<file path="config.mk">
export PLATFORM = sky130hd
export DESIGN_NAME = afc_flow_ctrl
export DESIGN_NICKNAME = d
export VERILOG_FILES = /design/src/rtl/afc_pkg.sv /design/src/rtl/afc_jam_timer.sv /design/src/rtl/afc_flow_ctrl.sv
export SDC_FILE = /design/constraint.sdc
export NUM_CORES = 1
export LEC_CHECK = 0
export ABC_AREA = 1
export BUFFER_PORTS_ARGS = -buffer_cell sky130_fd_sc_hd__buf_4
export CORE_MARGIN = 10
export CORE_UTILIZATION = 35
export DETAILED_ROUTE_END_ITERATION = 8
export GPL_ROUTABILITY_DRIVEN = 0
export MAX_ROUTING_LAYER = met4
export SLEW_MARGIN = 25
export SYNTH_ARGS = -nofsm -noshare
export SYNTH_HDL_FRONTEND = slang
export SYNTH_SLANG_ARGS = --single-unit
</file>
<file path="constraint.sdc">
create_clock -name core_clk -period 14.5 [get_ports core_clk]
set_input_delay 0 -clock core_clk [delete_from_list [all_inputs] [get_ports core_clk]]
set_output_delay 0 -clock core_clk [all_outputs]
set_load 0.05 [all_outputs]
</file>
<file path="src/rtl/afc_pkg.sv">
/*
  constants and carrier types for the automatic flow controller.
  assumes a 40 mhz core clock and a 32-bit register port at the host.
*/
package afc_pkg;
  localparam logic [7:0] CFG_OFFSET = 8'hAC;
  localparam logic [31:0] CFG_RESET = 32'h0000_0000;
  localparam logic [31:0] CFG_WMASK = 32'h00FF_FFFF;
  localparam int HI_LSB = 16;
  localparam int LO_LSB = 8;
  localparam int DUR_LSB = 4;
  localparam int MULT_BIT = 3;
  localparam int BRD_BIT = 2;
  localparam int ADD_BIT = 1;
  localparam int ANY_BIT = 0;
  localparam int LEVEL_SHIFT = 6; // thresholds count 64-byte units
  localparam int CLK_MHZ = 40;
  // jam durations in tenths of a microsecond, 100 mb/s then 10 mb/s
  localparam int DUR_FAST_TENTHS [16] = '{50, 100, 150, 250, 500, 1000, 1500, 2000,
    2500, 3000, 3500, 4000, 4500, 5000, 5500, 6000};
  localparam int DUR_SLOW_EXTRA_TENTHS = 22; // 10 mb/s adds 2.2 us
  // cycles = tenths * 40 / 10, rounded down as these are longest times
  localparam int TENTHS_TO_CYC_NUM = CLK_MHZ;
  localparam int TENTHS_TO_CYC_DEN = 10;

  typedef struct packed {
    logic [7:0] high_level;
    logic [7:0] low_level;
    logic [3:0] jam_duration;
    logic jam_on_multicast;
    logic jam_on_broadcast;
    logic jam_on_own_address;
    logic flow_on_any_frame;
  } automatic_flow_control_config_s;

  typedef struct packed {
    logic preamble; // valid preamble seen
    logic multicast;
    logic broadcast;
    logic own_address;
  } afc_rxev_s;
endpackage

</file>
<file path="src/rtl/afc_jam_timer.sv">
/*
  holds jam (backpressure) for a duration chosen by a 4-bit code.
  assumes start is a one-cycle pulse on core_clk.
*/
`timescale 1ns/100ps
module afc_jam_timer
  import afc_pkg::*;
(
  input wire logic core_clk,
  input wire logic rst_n,
  input wire logic start,
  input wire logic abort,
  input wire logic [3:0] code,
  input wire logic speed_100,
  output logic busy
);
  logic [15:0] cnt_ff;
  logic [15:0] nxt_cnt;
  logic [15:0] load_val;

  function automatic logic [15:0] dur_cycles(input logic [3:0] c, input logic fast);
    int t;
    t = DUR_FAST_TENTHS[c] + (fast ? 0 : DUR_SLOW_EXTRA_TENTHS);
    return 16'((t * TENTHS_TO_CYC_NUM) / TENTHS_TO_CYC_DEN);
  endfunction

  // the start edge is already the first jam cycle, so the count loads one less;
  // a fresh start restarts the whole period
  assign load_val = dur_cycles(code, speed_100);
  assign nxt_cnt = abort ? 16'h0000 : start ? load_val - 16'h0001 :
                   (cnt_ff != 16'h0000) ? cnt_ff - 16'h0001 : 16'h0000;
  assign busy = cnt_ff != 16'h0000;

  always_ff @(posedge core_clk) begin
    if (!rst_n) begin
      cnt_ff <= 16'h0000;
    end else begin
      cnt_ff <= nxt_cnt;
    end
  end
endmodule

</file>
<file path="src/rtl/afc_flow_ctrl.sv">
/*
  automatic flow controller: config register, threshold watch, pause
  requests in full duplex and timed jam in half duplex.
  assumes rx events and fifo count are on core_clk, and the mac sends
  a requested pause and answers with pause_done.
*/
// Function
// no pause request or jam while the transmitter is disabled
// high level at bits 23:16 in 64-byte units triggers flow control
// full duplex sends one pause frame with the mac pause time at high level
// half duplex jams every matching frame for the set duration after high level
// low level at 15:8; falling below sends a zero-time pause
// resume frame only after a pause was sent and while enabled
// software keeps low level below high level when enabled
// bits 7:4 set jam length, ignored in full duplex
// bit 3 jams multicast frames in half duplex
// bit 2 jams broadcast frames in half duplex
// bit 1 jams frames to own address in half duplex
// bit 0 acts on any frame or immediately, overriding bits 3:1
// code 0 is 5 us at 100 mb/s and 7.2 us at 10 mb/s
// reached means count at least level times 64; rearm after resume
`timescale 1ns/100ps
module afc_flow_ctrl
  import afc_pkg::*;
(
  input wire logic core_clk,
  input wire logic rst_n,
  input wire logic reg_wr,
  input wire logic reg_rd,
  input wire logic [7:0] reg_addr,
  input wire logic [31:0] reg_wdata,
  output logic [31:0] reg_rdata_ff,
  input wire logic [13:0] rx_fifo_bytes,
  input wire afc_rxev_s rx_event,
  input wire logic tx_enabled,
  input wire logic full_duplex,
  input wire logic speed_100,
  input wire logic pause_done,
  output logic pause_req_ff,
  output logic pause_zero_ff,
  output logic jam_ff
);
  typedef enum logic [1:0] {
    ST_IDLE = 2'b00,
    ST_PAUSE = 2'b01,
    ST_HELD = 2'b11,
    ST_RESUME = 2'b10
  } afc_state_e;

  afc_state_e state_ff;
  afc_state_e nxt_state;
  automatic_flow_control_config_s cfg_ff;
  logic [31:0] cfg_word;
  logic cfg_hit;
  logic enabled;
  logic hi_reached;
  logic below_lo;
  logic match_frame;
  logic jam_start;
  logic jam_busy;
  logic any_pause;
  logic nxt_req;
  logic nxt_zero;

  function automatic logic level_ge(input logic [13:0] bytes, input logic [7:0] lvl);
    return {6'h00, bytes} >= ({12'h000, lvl} << LEVEL_SHIFT);
  endfunction

  // register decode; upper byte reserved and reads zero
  assign cfg_hit = reg_addr == CFG_OFFSET;
  assign cfg_word = {8'h00, cfg_ff};
  assign enabled = cfg_ff.flow_on_any_frame | cfg_ff.jam_on_multicast |
                   cfg_ff.jam_on_broadcast | cfg_ff.jam_on_own_address;

  // thresholds; low must sit below high, which software guarantees
  assign hi_reached = level_ge(rx_fifo_bytes, cfg_ff.high_level); // see R2
  assign below_lo = !level_ge(rx_fifo_bytes, cfg_ff.low_level);

  // frame criteria, any-frame overriding the rest
  assign match_frame = cfg_ff.flow_on_any_frame ? rx_event.preamble :
    (cfg_ff.jam_on_multicast & rx_event.multicast) |
    (cfg_ff.jam_on_broadcast & rx_event.broadcast) |
    (cfg_ff.jam_on_own_address & rx_event.own_address);
  // half duplex jam only, code ignored in full duplex
  assign jam_start = tx_enabled & !full_duplex & hi_reached & match_frame; // see R4
  // full duplex pause fires only with any-frame set
  assign any_pause = full_duplex & cfg_ff.flow_on_any_frame & hi_reached; // see R3

  afc_jam_timer u_timer (
    .core_clk(core_clk),
    .rst_n(rst_n),
    .start(jam_start),
    .abort(!tx_enabled | full_duplex),
    .code(cfg_ff.jam_duration),
    .speed_100(speed_100),
    .busy(jam_busy)
  );

  // pause sequencer: one pause at high, one zero-time resume at low
  always_comb begin
    nxt_state = state_ff;
    nxt_req = 1'b0;
    nxt_zero = 1'b0;
    unique case (state_ff)
      ST_IDLE: begin
        if (tx_enabled && any_pause) begin
          nxt_state = ST_PAUSE;
        end
      end
      ST_PAUSE: begin
        nxt_req = tx_enabled;
        if (!tx_enabled) begin
          nxt_state = ST_IDLE;
        end else if (pause_done) begin
          nxt_state = ST_HELD;
          nxt_req = 1'b0;
        end
      end
      ST_HELD: begin
        if (!enabled) begin
          nxt_state = ST_IDLE;
        end else if (below_lo && tx_enabled && full_duplex) begin
          nxt_state = ST_RESUME;
        end
      end
      ST_RESUME: begin
        nxt_req = tx_enabled & enabled;
        nxt_zero = nxt_req;
        if (!tx_enabled || !enabled) begin
          nxt_state = ST_IDLE; // see R1
        end else if (pause_done) begin
          nxt_state = ST_IDLE; // rearm
          nxt_req = 1'b0;
          nxt_zero = 1'b0;
        end
      end
    endcase
  end

  // state, outputs and register port
  always_ff @(posedge core_clk) begin
    if (!rst_n) begin
      state_ff <= ST_IDLE;
      cfg_ff <= automatic_flow_control_config_s'(CFG_RESET[23:0]);
      reg_rdata_ff <= 32'h0000_0000;
      pause_req_ff <= 1'b0;
      pause_zero_ff <= 1'b0;
      jam_ff <= 1'b0;
    end else begin
      state_ff <= nxt_state;
      if (reg_wr && cfg_hit) begin
        cfg_ff <= automatic_flow_control_config_s'(reg_wdata[23:0] & CFG_WMASK[23:0]);
      end
      reg_rdata_ff <= (reg_rd && cfg_hit) ? cfg_word : 32'h0000_0000;
      pause_req_ff <= nxt_req;
      pause_zero_ff <= nxt_zero;
      jam_ff <= (jam_busy | jam_start) & tx_enabled & !full_duplex;
    end
  end

  no_pause_off_a: assert property (@(posedge core_clk) disable iff (!rst_n)
    !$past(tx_enabled) |-> !pause_req_ff && !jam_ff)
    else $error("pause or jam while transmitter off");
  jam_on_match_a: assert property (@(posedge core_clk) disable iff (!rst_n)
    jam_start |=> jam_ff)
    else $error("matching frame not jammed");
  jam_fd_off_a: assert property (@(posedge core_clk) disable iff (!rst_n)
    $past(full_duplex) |-> !jam_ff)
    else $error("jam in full duplex");
  pause_start_a: assert property (@(posedge core_clk) disable iff (!rst_n)
    state_ff == ST_IDLE && tx_enabled && any_pause |=> ##1 pause_req_ff && !pause_zero_ff)
    else $error("pause not requested at high level");
  resume_zero_a: assert property (@(posedge core_clk) disable iff (!rst_n)
    pause_zero_ff |-> pause_req_ff && $past(state_ff) == ST_RESUME)
    else $error("zero pause outside resume");
  resume_after_a: assert property (@(posedge core_clk) disable iff (!rst_n)
    $rose(pause_zero_ff) |-> $past(state_ff, 2) inside {ST_HELD, ST_RESUME})
    else $error("resume without prior pause");
  any_override_a: assert property (@(posedge core_clk) disable iff (!rst_n)
    cfg_ff.flow_on_any_frame && !rx_event.preamble && !jam_busy |=> !jam_ff)
    else $error("criteria bits not overridden");
  reach_level_a: assert property (@(posedge core_clk) disable iff (!rst_n)
    rx_fifo_bytes < {cfg_ff.high_level, 6'h00} |-> !hi_reached)
    else $error("high level reached early");
endmodule

</file>
**Yosys cells after proc, flatten, opt, wreduce, memory -nomap -nowiden**

Memory sizes are Yosys's and may differ from the RTL's.
Cells that the tools add are included.

- Register bits: 77
- Latch bits: 0
- Memory bits (writable): 0
- ROM bits: 512
- Bits of input ports: 66
- Output and inout bits: 35
- Logic and storage cells: 86
- Memories: 1

- Add/sub/neg operators: 3
- Multipliers: 1
- Divide/modulo/power cells: 1
- $lt $le $gt $ge: 3
- Equal/unequal tests: 8
- Shift operators: 0
- Multiplexer cells: 19
- Bitwise gates (word level): 20
- Reduce and logical (&&, ||, !) cells: 16

Memories:

| name | words | bits a word | read ports | clocked after Yosys merged registers in | wr ports | line | RTL |
|---|---|---|---|---|---|---|---|
| (no name shown) | 16 | 32 | 1 | 0 | 0 | afc_jam_timer.sv:23 | `t = DUR_FAST_TENTHS[c] + (fast ? 0 : DUR_SLOW_EXTRA_TENTHS);` |

Operator list:

| cell | number |
|---|---|
| $mux 32 | 2 |
| $add 32x32->32 | 1 |
| $div 32x5->32 const B | 1 |
| $mul 32x4->29 const B | 1 |
| $mux 16 | 2 |
| $sub 16x1->16 const B | 2 |
| $ge 14x14->1 | 2 |
| $reduce_bool 16->1 | 1 |
| $mux 2 | 7 |
| $and 1x1->1 | 11 |
| $ne 3x3->1 const B | 3 |
| $eq 8x8->1 const B | 1 |
| $pmux 2 s4 | 1 |
| $or 1x1->1 | 7 |
| $ge 5x5->1 const B | 1 |
| $logic_and 1x1->1 | 5 |
| $mux 1 | 5 |
| $mux 5 | 1 |
| $not 4->5 | 1 |
| $eq 2x2->1 const B | 2 |
| $logic_not 1->1 | 4 |
| $reduce_and 2->1 | 2 |
| $reduce_and 4->1 | 1 |
| $eq 2x1->1 const B | 1 |
| other kinds (6) | 6 |

**Longest topological paths before layout**

- Depth in word-level cells: 9
- Depth in mapped cells: 110
- Gate-level depth less buffers: 110

**Modules after synthesis**

A second synthesis with hierarchy kept.

- Cells, all modules: 977
- Area total of the unflattened synthesis: 6454.9 µm²

By module, submodules not included:

| module | times used | cells an instance | area each (µm²) | seq. area each (µm²) |
|---|---|---|---|---|
| afc_jam_timer | 1 | 689 | 4127.7 | 320.3 |
| afc_flow_ctrl | 1 | 288 | 2327.2 | 1061.0 |

**Worst setup path before layout**

OpenSTA, ideal clock, no wires.

- Path type: reg2reg
- From: register cfg_ff[5] in the netlist's numbering
- To: register u_timer.cnt_ff[14]
- Setup time: 71 ps
- Arrival time: 10420 ps
- Data required time: 14429 ps
- Slack: 4010 ps
- Cell stages (with the launch flop): 95
- Path buffers: 0
- Period minus slack after synthesis: 10490 ps
- Cell sequence: dfxtp_1 -> inv_1 -> ha_1 -> nor2_1 -> nor2_1 -> inv_1 -> fa_1 -> o21ai_0 -> nand4_1 -> nand3b_1 -> o21ai_0 -> ha_1 -> ha_1 -> nand2_1 -> nor3_1 -> nand3_1 -> nand3_1 -> xor2_1 -> (+59 left out) -> ha_1 -> nand3_1 -> nand2_1 -> nand2_1 -> nand2_1 -> nand2_2 -> a21oi_4 -> ha_1 -> inv_1 -> nor2_1 -> nand2_1 -> nor3_2 -> nand2_1 -> nor3_2 -> nor2_1 -> nor2_1 -> nand2_1 -> a21oi_1

- Longest elaborated chain between the ends: 9

RTL lines:

| element | line | RTL |
|---|---|---|
| start: declaration | afc_flow_ctrl.sv:52 | `automatic_flow_control_config_s cfg_ff;` |
| start signal: assignment | afc_flow_ctrl.sv:144 | `cfg_ff <= automatic_flow_control_config_s'(CFG_RESET[23:0]);` |
| start signal: assignment | afc_flow_ctrl.sv:152 | `cfg_ff <= automatic_flow_control_config_s'(reg_wdata[23:0] & CFG_WMASK[23:0]);` |
| $not 4->5 (implied by the code) | afc_jam_timer.sv:23 |  |
| $mem_v2 16x32 | -- |  |
| $mux 32 (implied by the code) (2 in a row) | afc_jam_timer.sv:23 |  |
| $add 32x32->32 | afc_jam_timer.sv:23 |  |
| $mul 32x4->29 | afc_jam_timer.sv:24 | `return 16'((t * TENTHS_TO_CYC_NUM) / TENTHS_TO_CYC_DEN);` |
| $div 32x5->32 | afc_jam_timer.sv:24 |  |
| $sub 16x1->16 | afc_jam_timer.sv:30 | `assign nxt_cnt = abort ? 16'h0000 : start ? load_val - 16'h0001 :` |
| $mux 16 | afc_jam_timer.sv:30 |  |
| end signal: assignment | afc_jam_timer.sv:38 | `cnt_ff <= nxt_cnt;` |
| end: declaration | afc_jam_timer.sv:17 | `logic [15:0] cnt_ff;` |

No other way between the ends. The select of a mux whose other input is x is not followed.
A chain may end at the register's enable or synchronous reset.

**Worst setup path after layout**

Same ends and word-level chain as after synthesis.

==> metrics.md <==
| Metric | Value |
|---|---|
| # diodes | 0 |
| Clk_skew | ~0.011 ns |
| Worst-path fanout max | 8 |
| GRT Total Usage | 0.1352 |
| Via-to-Cell Ratio | about 4.6 |
| Setup bufs post-CTS | 0 |
| Filler Cells Inserted | roughly 1900 |
| Reg clk slew, reported paths | about 0.06 ns |
| Top cells by area, synth | dfxtp_1 (23%), ha_1 (12%), nand2_1 (11%), nand3_1 (7.9%), inv_1 (7.5%) |
| Post-synth EDFFs | 0 |
| Drt total wl | approximately 14 mm |
| Clock Root Buffer | clkbuf_16 |
| Reg-to-reg critical path startpoint | cfg_ff[5] |
| Yosys Warn Count | 0 |
| Cts bufs inserted | 9 |
| HP Class | in -> reg |
| Fin Setup TNS | 0 ns |
| Grt ovf | 0 |
| DRC Markers | 0 |
| Fin crit share | 0.8523 |
| Clock latency on the worst-skew pair | between 0.3 and 0.4 ns |
| Initial antenna violation count | 0 |
| Nature of the critical path endpoint | flop |
| Largest net degree at the start of global routing | 49 |
| Mapped Cells | 918 |
| Cts repair resizes | 0 |
| CTS Hold Bufs | 25 |
| Sequential area share after synthesis | 0.2275 |
| Reg2Reg Depth | 91 |
| CTS tree | done |
| Async SR Flop Fraction | 0 |
| Final-report max-slew violation count | 0 |
| Detail Placement HPWL | 11.67 mm |
| Syn avg cell area | 6.613 um2 |
| Hold Startpoint | tx_enabled |
| Measured slew at the worst slew-check pin | a little over 0.6 ns |
| Io pins | slightly above 100 |
| Drt initial violations | between 200 and 250 |
| Endpoints failing setup | 0 |
| Most frequent CP cell | nand2_2 |
| Crit start category | flop |
| Layout cells sized above 1 | 0.2054 |
| Area grow syn2layout | 22.63% |
| Post-layout net count | around 1200 |
| Reg2reg end | u_timer.cnt_ff[14] |
| Fin. Hold Viols | 0 |
| Worst endpoint required time | 14.76 ns |
| Netlist cell types | 47 |
| Most common cell after layout, fill and taps aside | nand2_1 |
| Number of max-cap violations | 0 |
| Starting Density | 0.3534 |
| Chip Width | 151.7 um |
| Hold depth | 5 |
| DRT Pass-1 Iters | 4 |
| R2r setup slk | 2.14 ns |
| Slowest stage delay, CP | roughly 0.45 ns |
| Commonest non-fill, non-tap cells in the layout | nand2_1 (176), inv_1 (122), nand3_1 (96) |
| Worst setup margin | between 2 and 2.5 ns |
| Final antenna-violating net count | 0 |
| Hold EP | pause_zero_ff |
| Ys flop type | dfxtp_1 |
| RSZ-0062 raised after global routing | false |
| Critical setup path kind | reg -> reg |
| Rel. slew slack | 0.5846 |
| H-tree levels | 3 |
| First-pass GRT wire length | between 20 and 30 mm |
| Routed length per placed instance | ~12 um |
| Port Buffers | 84 |
| Fmax | around 81 MHz |
| Top cell type by total area after synthesis | dfxtp_1 |
| Via count | between 5000 and 6000 |
| Area of the die | between 20000 and 25000 um2 |
| Vias in the first global route | around 5700 |
| Syn Std Cell Area | 6071 um2 |
| CTS max path bufs | 2 |
| Arrival time of the worst setup path | between 10 and 15 ns |
| CORE AREA | approximately 17000 um2 |
| Status | completed |
| Crit-path slowest cell | dfxtp_1 |
| Dpl ws | ~2.1 ns |
| Top-area cell type share of the netlist area | 0.2275 |
| Clk sinks | 69 |
| FF+latch count, synth | slightly below 70 |
| Final min period | 12.36 ns |
| Die height | between 150 and 200 um |
| FP Rows | 48 |
==> layout make-up <==
type,instances,area [um2],share of cell area
Inverter,147,558.0,0.07496
Tap cell,225,281.5,0.03782
Clock inverter,6,46.29,0.006218
Multi-Input combinational cell,689,4043,0.5430
Clock buffer,10,239.0,0.03210
Timing Repair Buffer,111,895.9,0.1203
Sequential cell,69,1381,0.1855
==> kinds of logic (layout without fill, tap and decap cells) <==
group,Yosys count,count (layout),synth area share
other cells,1,9,0.0006177
buf+inv,168,274,0.1115
compound gates,136,136,0.1276
xor+xnor,24,24,0.03462
simple gates,462,462,0.3761
flops,69,69,0.2275
fa+ha+maj,58,58,0.1220
==> flip-flops by register name, summed over array words and instances (netlist names) <==
name and count:
cfg_ff 24, reg_rdata_ff 24, u_timer.cnt_ff 16, state_ff 2
jam_ff 1, pause_req_ff 1, pause_zero_ff 1
==> per-stage QoR <==
| step | std cells | utilization | instance area (um2) | hold slack, ns |
|---|---|---|---|---|
| 2_1_floorplan | 926 | - | 6101 | 0.1644 |
| 3_3_place_gp | 1216 | 0.4022 | 6909 | 0.2805 |
| 3_5_place_dp | 1216 | 0.4022 | 6909 | 0.2881 |
| 4_1_cts | 1257 | 0.4334 | 7445 | 0.03257 |
| 5_1_grt | 1257 | 0.4334 | 7445 | 0.06768 |
| 6_report | 1257 | 0.4334 | 7445 | 0.04365 |
==> critical path: cells and delay by family, from the launching register on <==
family	cells	cell delay, ns
simple gates	64	6.85
fa+ha+maj	8	2.27
buf+inv	13	1.25
compound gates	5	1.10
xor+xnor	1	0.29
flops	1	0.45
==> synth_stat cells, types with 4 or more instances <==
cell type / n
a31oi_1: 4
xor2_1: 16
nand3b_1: 4
nor3_1: 10
nand2_2: 45
o21bai_1: 9
buf_4: 9
nor4_1: 4
ha_1: 56
nand2_4: 10
nor2_1: 73
nand3_2: 10
nor2_2: 4
dfxtp_1: 69
xnor2_1: 8
o21ai_0: 44
inv_1: 122
a21oi_1: 60
clkbuf_1: 11
nand3_1: 96
inv_2: 21
nand4_1: 18
nand2_1: 176
==> worst max-delay path by stage <==
stage | start | end | slack, ns | cells past startpoint
after detailed placement | cfg_ff[5] | u_timer.cnt_ff[14] | 2.14 | 91
after CTS | cfg_ff[5] | u_timer.cnt_ff[14] | 2.05 | 91
after floorplan | cfg_ff[5] | u_timer.cnt_ff[14] | 4.01 | 94
final | cfg_ff[5] | u_timer.cnt_ff[14] | 2.14 | 91
after global placement | cfg_ff[5] | u_timer.cnt_ff[14] | 2.22 | 93
after global routing | cfg_ff[5] | u_timer.cnt_ff[14] | 0.50 | 94
==> metal layers <==
layer,vias up,track usage,routed length (um)
met3,10,0.04514,835
met1,2517,0.1560,6738
met2,91,0.2248,6812
met4,0,0.02765,92
li1,3186,-,-
met5,-,-,0
Power is not shown: default switching activity piles up to over one toggle a cycle in this logic, so the estimate is an artifact.
